===== config.mk =====
export PLATFORM = sky130hd
export DESIGN_NAME = balance_fault_gating_watchdog
export DESIGN_NICKNAME = d
export VERILOG_FILES = /design/src/rtl/balance_guard_pkg.sv /design/src/rtl/cmd_byte_if.sv /design/src/rtl/balance_fault_gating_watchdog.sv /design/src/rtl/cmd_byte_checker.sv /design/src/rtl/comparator_filter.sv
export VERILOG_INCLUDE_DIRS = /design/src /design/src/rtl
export SDC_FILE = /design/constraint.sdc
export NUM_CORES = 1
export LEC_CHECK = 0
export BUFFER_PORTS_ARGS = -buffer_cell sky130_fd_sc_hd__buf_2
export CORE_AREA = 2 2 133 135
export DETAILED_ROUTE_END_ITERATION = 12
export DIE_AREA = 0 0 135 137
export PLACE_DENSITY = 0.59
export SLEW_MARGIN = 5
export SYNTH_ARGS = -nofsm -noshare
export SYNTH_HDL_FRONTEND = slang
export SYNTH_SLANG_ARGS = --single-unit

===== constraint.sdc =====
create_clock -name core_clk -period 4.9 [get_ports core_clk]
set_input_delay 0.98 -clock core_clk [delete_from_list [all_inputs] [get_ports core_clk]]
set_output_delay 0.98 -clock core_clk [all_outputs]
set_load 0.02 [all_outputs]

===== src/rtl/balance_guard_defines.svh =====
// Timing and sizing constants for the balance fault gating watchdog.
// Assumes a 10 MHz core clock; included by bare name.
`ifndef BALANCE_GUARD_DEFINES_SVH
`define BALANCE_GUARD_DEFINES_SVH
`define CLK_PERIOD_NS 100
`define QUAL_MIN_NS 3000
`define QUAL_MAX_NS 6000
// Least qualification time, rounded up to whole cycles
`define QUAL_CYCLES ((`QUAL_MIN_NS + `CLK_PERIOD_NS - 1) / `CLK_PERIOD_NS)
`define QUAL_CNT_W 6
`define WDOG_TIMEOUT_MS 1500
`define WDOG_CYCLES ((`WDOG_TIMEOUT_MS * 1000000) / `CLK_PERIOD_NS)
`define WDOG_CNT_W 24
`define NUM_CELLS 6
`define NUM_FILTERS 13
`define CMD_ADDR_PATTERN 5'h15
`define CMD_BYTE_W 8
`endif


===== src/rtl/balance_guard_pkg.sv =====
// Types shared by the balance fault gating watchdog modules.
// Assumes nothing of its surroundings.
package balance_guard_pkg;
	typedef enum logic [1:0] {
		wdog_idle,
		wdog_running,
		wdog_expired
	} wdog_state_type;
	typedef logic [5:0] cell_vec_type;
endpackage


===== src/rtl/cmd_byte_if.sv =====
// Carries a received command byte from the byte checker to the watchdog.
// Assumes one clock domain with the top module.
`timescale 1ns/1ns
`default_nettype none
interface cmd_byte_if;
	logic valid_byte;
	logic execute;
	modport checker_side (output valid_byte, output execute);
	modport watchdog_side (input valid_byte, input execute);
endinterface
`default_nettype wire


===== src/rtl/balance_fault_gating_watchdog.sv =====
// Top of the balancer supervisory logic: fault gating and watchdog.
// Assumes all inputs synchronous to core_clk; nrst is the supply monitor reset.
`timescale 1ns/1ns
`default_nettype none
`include "balance_guard_defines.svh"
// Functional notes
// - Enable a balancer only while its cell and the next cell exceed 2V.
// - Sixth balancer uses its own cell alone when boosted drive is selected.
// - Comparator results change only after raw state held 3us to 6us.
// - Gate drive loss turns off only the affected balancers.
// - Keep the command through gate drive loss and restart when restored.
// - Any filtered cell overvoltage above 5V disables every balancer.
// - Keep the command after overvoltage and resume once all clear.
// - Power-on or rail drop resets to defaults with no balancer active.
// - Overtemperature stops balancing while communication and readback stay live.
// - Keep the command in thermal shutdown and resume when it clears.
// - Watchdog starts when a command executes and clears on each valid byte.
// - Any byte with matching address counts as valid, even partial transfers; the code counts a byte only once its eighth bit arrives.
// - Watchdog pin floats when idle and is pulled low while balancing.
// - After 1.5 s without valid bytes, release the pin and stop balancers.
// - After timeout a valid byte restarts timing; only execute resumes balancing.
// - External high on the pin pauses balancing; release resumes it.
// - Watchdog disabled when the on-time clamp is defeated or the pin tied low.
// - Command byte recognised only when first five bits equal 10101.
module balance_fault_gating_watchdog #(
	parameter int unsigned WDOG_TIMEOUT_CYCLES = `WDOG_CYCLES
) (
	input  wire logic                         core_clk,
	input  wire logic                         nrst,
	input  wire balance_guard_pkg::cell_vec_type gate_ok_raw,
	input  wire logic                         next_device_gate_ok_raw,
	input  wire balance_guard_pkg::cell_vec_type overvoltage_raw,
	input  wire logic                         boost_enable,
	input  wire logic                         overtemp,
	input  wire logic                         ontime_clamp_defeated,
	input  wire logic                         cs_n,
	input  wire logic                         bit_strobe,
	input  wire logic                         bit_value,
	input  wire balance_guard_pkg::cell_vec_type command_active,
	input  wire logic                         execute_start,
	input  wire logic                         watchdog_pin_in,
	output var  logic                         watchdog_pin_out,
	output var  logic                         watchdog_pin_oe,
	output var  balance_guard_pkg::cell_vec_type balancer_enable,
	output var  logic                         balancing,
	output var  logic                         watchdog_expired,
	output var  logic                         thermal_shutdown,
	output var  logic                         overvoltage_shutdown
);
	import balance_guard_pkg::*;

	logic [`NUM_FILTERS-1:0] raw_all;
	logic [`NUM_FILTERS-1:0] filt_all;
	cell_vec_type            gate_ok;
	cell_vec_type            ov;
	logic                    next_gate_ok;
	cell_vec_type            qualified;
	cell_vec_type            next_enable;
	logic                    any_ov;
	logic                    wdog_off;
	logic                    paused;
	logic                    pin_tied_low;
	wdog_state_type          wdog_state;
	logic [`WDOG_CNT_W-1:0]  wdog_cnt;
	cmd_byte_if              cmd ();

	assign raw_all = {next_device_gate_ok_raw, overvoltage_raw, gate_ok_raw};
	assign gate_ok = filt_all[5:0];
	assign ov = filt_all[11:6];
	assign next_gate_ok = filt_all[12];

	genvar gi;
	generate
		for (gi = 0; gi < `NUM_FILTERS; gi++) begin : g_filter
			comparator_filter u_filter (
				.core_clk (core_clk),
				.nrst     (nrst),
				.raw      (raw_all[gi]),
				.filtered (filt_all[gi])
			);
		end
	endgenerate

	cmd_byte_checker u_checker (
		.core_clk   (core_clk),
		.nrst       (nrst),
		.cs_n       (cs_n),
		.bit_strobe (bit_strobe),
		.bit_value  (bit_value),
		.cmd        (cmd)
	);

	// Per-cell qualification from this and the next higher cell
	always_comb begin
		for (int i = 0; i < `NUM_CELLS - 1; i++) begin
			qualified[i] = gate_ok[i] && gate_ok[i+1];
		end
		qualified[5] = gate_ok[5] && (boost_enable || next_gate_ok);
	end

	assign any_ov = |ov;

	// Pin low while not driving means tied low: watchdog off
	assign pin_tied_low = !watchdog_pin_oe && !watchdog_pin_in;
	assign wdog_off = ontime_clamp_defeated || pin_tied_low;

	// External high only counts while the watchdog is running, not idle or expired
	assign paused = watchdog_pin_in && wdog_state == wdog_running;

	// Stored command is never touched by faults; only the enables drop
	always_comb begin
		next_enable = command_active & qualified;
		if (any_ov) begin
			next_enable = '0;
		end
		if (overtemp) begin
			next_enable = '0;
		end
		if (wdog_state == wdog_expired && !wdog_off) begin
			next_enable = '0;
		end
		if (paused && !wdog_off) begin
			next_enable = '0;
		end
	end

	always_ff @(posedge core_clk or negedge nrst) begin
		if (!nrst) begin
			balancer_enable <= '0;
		end else begin
			balancer_enable <= next_enable;
		end
	end

	// Watchdog sequencing
	always_ff @(posedge core_clk or negedge nrst) begin
		if (!nrst) begin
			wdog_state <= wdog_idle;
			wdog_cnt <= '0;
		end else begin
			case (wdog_state)
				wdog_idle: begin
					wdog_cnt <= '0;
					if (execute_start && |command_active) begin
						wdog_state <= wdog_running;
					end
				end
				wdog_running: begin
					if (~|command_active) begin
						wdog_state <= wdog_idle;
						wdog_cnt <= '0;
					end else if (cmd.valid_byte) begin
						wdog_cnt <= '0;
					end else if (wdog_cnt >= `WDOG_CNT_W'(WDOG_TIMEOUT_CYCLES - 1)) begin
						wdog_state <= wdog_expired;
					end else begin
						wdog_cnt <= wdog_cnt + `WDOG_CNT_W'(1);
					end
				end
				wdog_expired: begin
					// A valid byte restarts timing, but only execute resumes
					if (cmd.valid_byte) begin
						wdog_cnt <= '0;
					end
					if (cmd.execute && |command_active) begin
						wdog_state <= wdog_running;
						wdog_cnt <= '0;
					end else if (~|command_active) begin
						wdog_state <= wdog_idle;
					end
				end
				default: begin
					wdog_state <= wdog_idle;
					wdog_cnt <= '0;
				end
			endcase
		end
	end

	// Pull low only while running; expired or idle leaves the pin floating
	always_ff @(posedge core_clk or negedge nrst) begin
		if (!nrst) begin
			watchdog_pin_oe <= 1'b0;
		end else begin
			watchdog_pin_oe <= wdog_state == wdog_running && !ontime_clamp_defeated;
		end
	end

	assign watchdog_pin_out = 1'b0;

	always_ff @(posedge core_clk or negedge nrst) begin
		if (!nrst) begin
			balancing <= 1'b0;
			watchdog_expired <= 1'b0;
			thermal_shutdown <= 1'b0;
			overvoltage_shutdown <= 1'b0;
		end else begin
			balancing <= |next_enable;
			watchdog_expired <= wdog_state == wdog_expired;
			thermal_shutdown <= overtemp;
			overvoltage_shutdown <= any_ov;
		end
	end
endmodule // balance_fault_gating_watchdog
`default_nettype wire


===== src/rtl/cmd_byte_checker.sv =====
// Watches the first eight bits after chip select falls.
// Assumes bit strobes and chip select synchronous to core_clk.
`timescale 1ns/1ns
`default_nettype none
`include "balance_guard_defines.svh"
module cmd_byte_checker (
	input  wire logic         core_clk,
	input  wire logic         nrst,
	input  wire logic         cs_n,
	input  wire logic         bit_strobe,
	input  wire logic         bit_value,
	cmd_byte_if.checker_side  cmd
);
	logic [`CMD_BYTE_W-1:0] shift;
	logic [3:0]             bit_cnt;
	logic [`CMD_BYTE_W-1:0] next_byte;

	assign next_byte = {shift[`CMD_BYTE_W-2:0], bit_value};

	always_ff @(posedge core_clk or negedge nrst) begin
		if (!nrst) begin
			shift <= '0;
			bit_cnt <= '0;
		end else if (cs_n) begin
			bit_cnt <= '0;
		end else if (bit_strobe && bit_cnt != 4'h8) begin
			shift <= next_byte;
			bit_cnt <= bit_cnt + 4'h1;
		end
	end

	// Later data is ignored until chip select cycles, so one check per frame
	always_ff @(posedge core_clk or negedge nrst) begin
		if (!nrst) begin
			cmd.valid_byte <= 1'b0;
			cmd.execute <= 1'b0;
		end else begin
			cmd.valid_byte <= !cs_n && bit_strobe && bit_cnt == 4'h7
				&& next_byte[7:3] == `CMD_ADDR_PATTERN;
			cmd.execute <= !cs_n && bit_strobe && bit_cnt == 4'h7
				&& next_byte[7:3] == `CMD_ADDR_PATTERN && next_byte[2:1] == 2'h3;
		end
	end
endmodule // cmd_byte_checker
`default_nettype wire


===== src/rtl/comparator_filter.sv =====
// Qualification filter for one raw comparator result.
// Assumes the raw input is synchronous to core_clk.
`timescale 1ns/1ns
`default_nettype none
`include "balance_guard_defines.svh"
module comparator_filter (
	input  wire logic core_clk,
	input  wire logic nrst,
	input  wire logic raw,
	output var  logic filtered
);
	logic                     last_raw;
	logic [`QUAL_CNT_W-1:0]   stable_cnt;

	always_ff @(posedge core_clk or negedge nrst) begin
		if (!nrst) begin
			last_raw <= 1'b0;
			stable_cnt <= '0;
		end else if (raw != last_raw) begin
			last_raw <= raw;
			stable_cnt <= '0;
		end else if (stable_cnt != `QUAL_CNT_W'(`QUAL_CYCLES)) begin
			stable_cnt <= stable_cnt + `QUAL_CNT_W'(1);
		end
	end

	// Output moves only after the raw state held for the full interval
	always_ff @(posedge core_clk or negedge nrst) begin
		if (!nrst) begin
			filtered <= 1'b0;
		end else if (raw == last_raw && stable_cnt == `QUAL_CNT_W'(`QUAL_CYCLES) - `QUAL_CNT_W'(1)) begin
			filtered <= last_raw;
		end
	end
endmodule // comparator_filter
`default_nettype wire

Word-level counts from Yosys, hierarchy flattened
Cells that the tools add are included.

Memories kept: 0. Latch bits: 0. Memory bits (read-only): 0. Memory bits (writable): 0. Logic and storage cells: 237. Register bits after elaboration: 154.

Magnitude comparators: 1. Reduce and logical (&&, ||, !) cells: 59. Multipliers: 0. Shift operators: 0. Multiplexer cells: 45. Bitwise gates (word level): 2. Equality and inequality tests: 64. Divide/modulo/power cells: 0. Add/sub/neg operators: 15.

Operators by type and width (number): 2-to-1 mux 6 bit (30); 2-to-1 mux 24 bit (5); adder 6 x 1 -> 6 bit (second input constant) (13); == test 6 x 5 -> 1 bit (second input constant) (13); != test 6 x 5 -> 1 bit (second input constant) (13); one-hot mux 24 bit (2 select lines) (1); logical AND 1 bit (31); nonzero test 2 bit (14); adder 24 x 1 -> 24 bit (second input constant) (1); greater-or-equal comparator 24 bit (second input constant) (1); OR reduction 6 bit (3); == test 1 bit (13); != test 1 bit (13); 2-to-1 mux 2 bit (6); 2-to-1 mux 4 bit (2); AND 6 bit (1); != test 3 x 2 -> 1 bit (second input constant) (2); one-hot mux 2 bit (3 select lines) (1); == test 5 bit (second input constant) (1); logical NOT 1 bit (5); adder 4 x 1 -> 4 bit (second input constant) (1); == test 2 bit (second input constant) (2); == test 4 x 3 -> 1 bit (second input constant) (1); != test 4 x 3 -> 1 bit (second input constant) (1); 10 further kinds (12).

Logic depth before layout (Yosys ltp)
Depth after elaboration: 8. Gate-level depth with buffers: 8.

By module
Synthesis repeated with hierarchy kept, for this count alone.

Cell total of the unflattened synthesis: 795. Area, all modules: 8042.7 um2.

Modules (own cells, without submodules): comparator_filter (instances 13, area each 421.7 um2, seq. area each 200.2 um2, cells an instance 41); balance_fault_gating_watchdog (instances 1, area each 1976.9 um2, seq. area each 925.9 um2, cells an instance 217); cmd_byte_checker (instances 1, area each 584.3 um2, seq. area each 325.3 um2, cells an instance 45).

Least setup slack after synthesis
Ideal clock, no wire load.

Path kind: in2reg. Start point: input command_active[2]. End point: register wdog_cnt[11]. Stages on the path: 7. Arrival: 2.764 ns. Slack: 2.069 ns. Path buffers: 1. Path through: or4_4 o31ai_4 a2bb2oi_1 or2_1 buf_6 or4_1 nand2_1.

Cells in the longest elaborated chain, start to end: 4.

RTL lines: start, declared (line balance_fault_gating_watchdog.sv:39) `input wire balance_guard_pkg::cell_vec_type command_active,`; OR reduction 6 bit * (line balance_fault_gating_watchdog.sv:149, balance_fault_gating_watchdog.sv:165); logical AND 1 bit (line balance_fault_gating_watchdog.sv:165) `if (cmd.execute && |command_active) begin`; 2-to-1 mux 24 bit or != test 3 x 1 -> 1 bit (tied branches); one-hot mux 24 bit (2 select lines) or AND reduction 2 bit (tied branches); end signal, assigned (line balance_fault_gating_watchdog.sv:157) `` wdog_cnt <= wdog_cnt + `WDOG_CNT_W'(1); ``; end, declared (line balance_fault_gating_watchdog.sv:64) `` logic [`WDOG_CNT_W-1:0] wdog_cnt; ``.

Every way passes the cells marked *; elsewhere a longest branch is shown, timed or not. A chain may end at the register's enable or synchronous reset.

Worst setup path after layout
Start point: input command_active[2]. End point: register wdog_cnt[12].

Same word-level chain as after synthesis.

==> run summary <==
post-CTS setup buffers: 0
final setup vio count: 0
Slew @ Worst Pin: 1.189 ns
CP top delay family: simple AND/OR/NAND/NOR gates
Slowest cell on crit path: or2_1
Synth Flop Type: dfrtp_1
worst-path fanout max: 20
Synthesized Nets: 852
max-slew violation count: 0
startpoint types: input port
EDFF count, synth: 0
post-synthesis cell count: 781
area delta synth->final: 13.04%
Die Area: 18500 sq um
CTS buffer count: 17
pin count of the biggest net entering global routing: 80
drt pass-1 iters: 5
min cycle time layout: 2.896 ns
first-pass GRT wire length: 25720 um
share of cells above drive strength 1: 0.09820
gr ovfl total: 0
YS warnings: 0
max incr delay on CP: 0.59 ns
Peak VDD IR: 0.2525 mV
post-detail-place hpwl: 10590 um
outcome: completed
Hold Crit Class: flop to flop
synth top area cells: dfrtp_1, ha_1, nor2_1
Chip Width: 135 um
crit path cell chain: buf_2, or4_4, nor3_1, a2bb2oi_1, or2_1, or4_1, nand2_1
sum of buffers and inverters on the critical path: 1
CTS tree: built
initial core utilization: 0.4534
final hold vios: 0
Async SR Flop Fraction: 1.000
Die Span Y: 137 um
unique cell type count in the Yosys netlist: 54
CTS sink count: 154
GPL Wtd Cong: 0.8236
Post-Syn Area: 7734 sq um
Yosys top cell by area: dfrtp_1
Routed Antenna Nets: 0
Placeable Area: 17060 sq um
CP Capture Type: flop
CTS Hold Bufs: 0
Iter 0 DRT Violations: 367
RSZ-0062 raised after global routing: false
pre-CTS setup slack: 1.582 ns
crit path kind: input port to flop
Root Driver: clkbuf_16
worst path arrival time: 3.19 ns
H-tree levels: 4
Max Cap Violations: 0
Yosys top cell area share: 0.4983
fraction of the cycle the final worst path needs: 0.5910
clk_skew: 0.006430 ns
CTS max path bufs: 2
Clock Latency Late Sink: 0.42 ns
pwr/cell area: 357.6 nW/um^2
initial antenna violation count: 0
TNS Setup: 0 ns
Req. time, crit path: 5.20 ns
DR WL/cell: 13.92 um
Worst Slack Setup Final: 2.004 ns
Tot GR Track Use: 0.1712
Slew HR: 0.2027
Clock transition at path regs: 0.06 ns
DR vias: 5767
post-cts sizing count: 0
Pleak: 0.004020 uW
vias in the first global route: 5598
number of remaining DRC errors: 0
# rows: 48
Fmax: 345.3 MHz
Seq/Total Area, Yosys: 0.4983
drt via density: 5.430
Final #Nets: 893
io pins: 41
number of buffers added on ports: 39
Syn Area/Cell: 9.902 sq um
#FFs+latches synth: 154
final WL: 14780 um
## Yosys cell counts (all sizes together), types with 8 or more instances
library cell  instances
nand3b               10
a21oi                35
xnor2                16
nand2                28
a211oi               15
clkbuf               15
o211ai               10
mux2                  8
nor2                 99
a31oi                18
or4                  12
xor2                 20
nor3                 27
or3                   8
ha                   42
nand4                10
and4                 10
dfrtp               154
nor2b                20
inv                  35
nor3b                10
and3                 32
nand3                62
o21ai                39
nand2b               10
## flip-flops by register name, summed over array words and instances (netlist names)
signal and count:
g_filter.u_filter.last_raw 13, g_filter.u_filter.filtered 13, wdog_state 2, balancing 1, u_checker.cmd.valid_byte 1, overvoltage_shutdown 1
watchdog_pin_oe 1, u_checker.shift 7, u_checker.cmd.execute 1, thermal_shutdown 1, wdog_cnt 24, g_filter.u_filter.stable_cnt 78
u_checker.bit_cnt 4, watchdog_expired 1, balancer_enable 6
## layout by cell type (no fill, tap or decap), types with 11 or more instances in the layout
master     instances
dfrtp_1          154
nor2_1            99
nand3_1           61
ha_1              42
buf_2             38
inv_1             35
a21oi_1           33
and3_1            32
nand2_1           28
nor3_1            27
o21ai_1           25
nor2b_1           20
xor2_1            20
a31oi_1           18
clkbuf_16         17
xnor2_1           16
a211oi_1          15
o21ai_0           12
or4_1             11
## cells by family (layout without fill, tap and decap cells)
| family | Yosys count | in the layout | share of synthesized area |
|---|---|---|---|
| other cells | 1 | 3 | 0.0004849 |
| flops | 154 | 154 | 0.4983 |
| compound gates | 131 | 131 | 0.1068 |
| xor+xnor | 36 | 36 | 0.04077 |
| simple gates | 353 | 353 | 0.2435 |
| mux | 10 | 10 | 0.01424 |
| buf+inv | 54 | 108 | 0.02799 |
| fa+ha+maj | 42 | 42 | 0.06795 |
## routing by layer
| layer | vias to the layer above | global-route usage | part of all wire |
|---|---|---|---|
| met5 | - | 0 | 0 |
| met2 | 93 | 0.2792 | 0.47 |
| li1 | 2859 | - | - |
| met1 | 2798 | 0.2266 | 0.48 |
| met3 | 17 | 0.03704 | 0.038 |
| met4 | 0 | 0.06134 | 0.015 |
## worst paths after layout
kind,from,end,slack (ns),depth (start not counted)
worst max-delay path,command_active[2],wdog_cnt[12]$_DFFE_PN0P_,2.00,7
worst min-delay path,u_checker.shift[5]$_DFFE_PN0P_,u_checker.cmd.valid_byte$_DFF_PN0_,0.48,1
max in group asynchronous,nrst,g_filter[3].u_filter.filtered$_DFFE_PN0P_,3.32,2
worst min register to register,u_checker.shift[5]$_DFFE_PN0P_,u_checker.cmd.valid_byte$_DFF_PN0_,0.48,1
min in group asynchronous,nrst,g_filter[6].u_filter.stable_cnt[3]$_DFFE_PN0P_,0.59,1
worst max register to register,wdog_cnt[10]$_DFFE_PN0P_,wdog_cnt[9]$_DFFE_PN0P_,2.27,6
## layout make-up
| cell class | count | area (sq um) |
|---|---|---|
| inverters | 35 | 131.4 |
| clock inverters | 11 | 120.1 |
| repair buffers | 41 | 216.5 |
| multi-input cells | 573 | 3664 |
| diodes | 2 | 5.005 |
| clock buffers | 21 | 470.5 |
| flip-flops and latches | 154 | 3854 |
| well taps | 225 | 281.5 |
| fillers | 1561 | 8314 |
## stage by stage
step                      cells  hold WS [ns]  utilization  instance area, sq um  total power (uW)
after floorplan             781        0.4259            -                  7734              1735
after global placement     1028        0.4707       0.4776                  8147              1834
after detailed placement   1028        0.4759       0.4776                  8147              1859
after CTS                  1060        0.4788       0.5123                  8737              3170
after global routing       1060        0.5182       0.5123                  8737              3295
final                      1062        0.4779       0.5125                  8742              3126
## power breakdown
group	internal [uW]	switching (uW)	leakage (uW)	total [uW]
combinational	147	186	0.00168	332
sequential	1380	123	0.00205	1500
clock	788	505	0.000285	1290
total	2310	814	0.00402	3130
(Power assumes the default switching activity.)
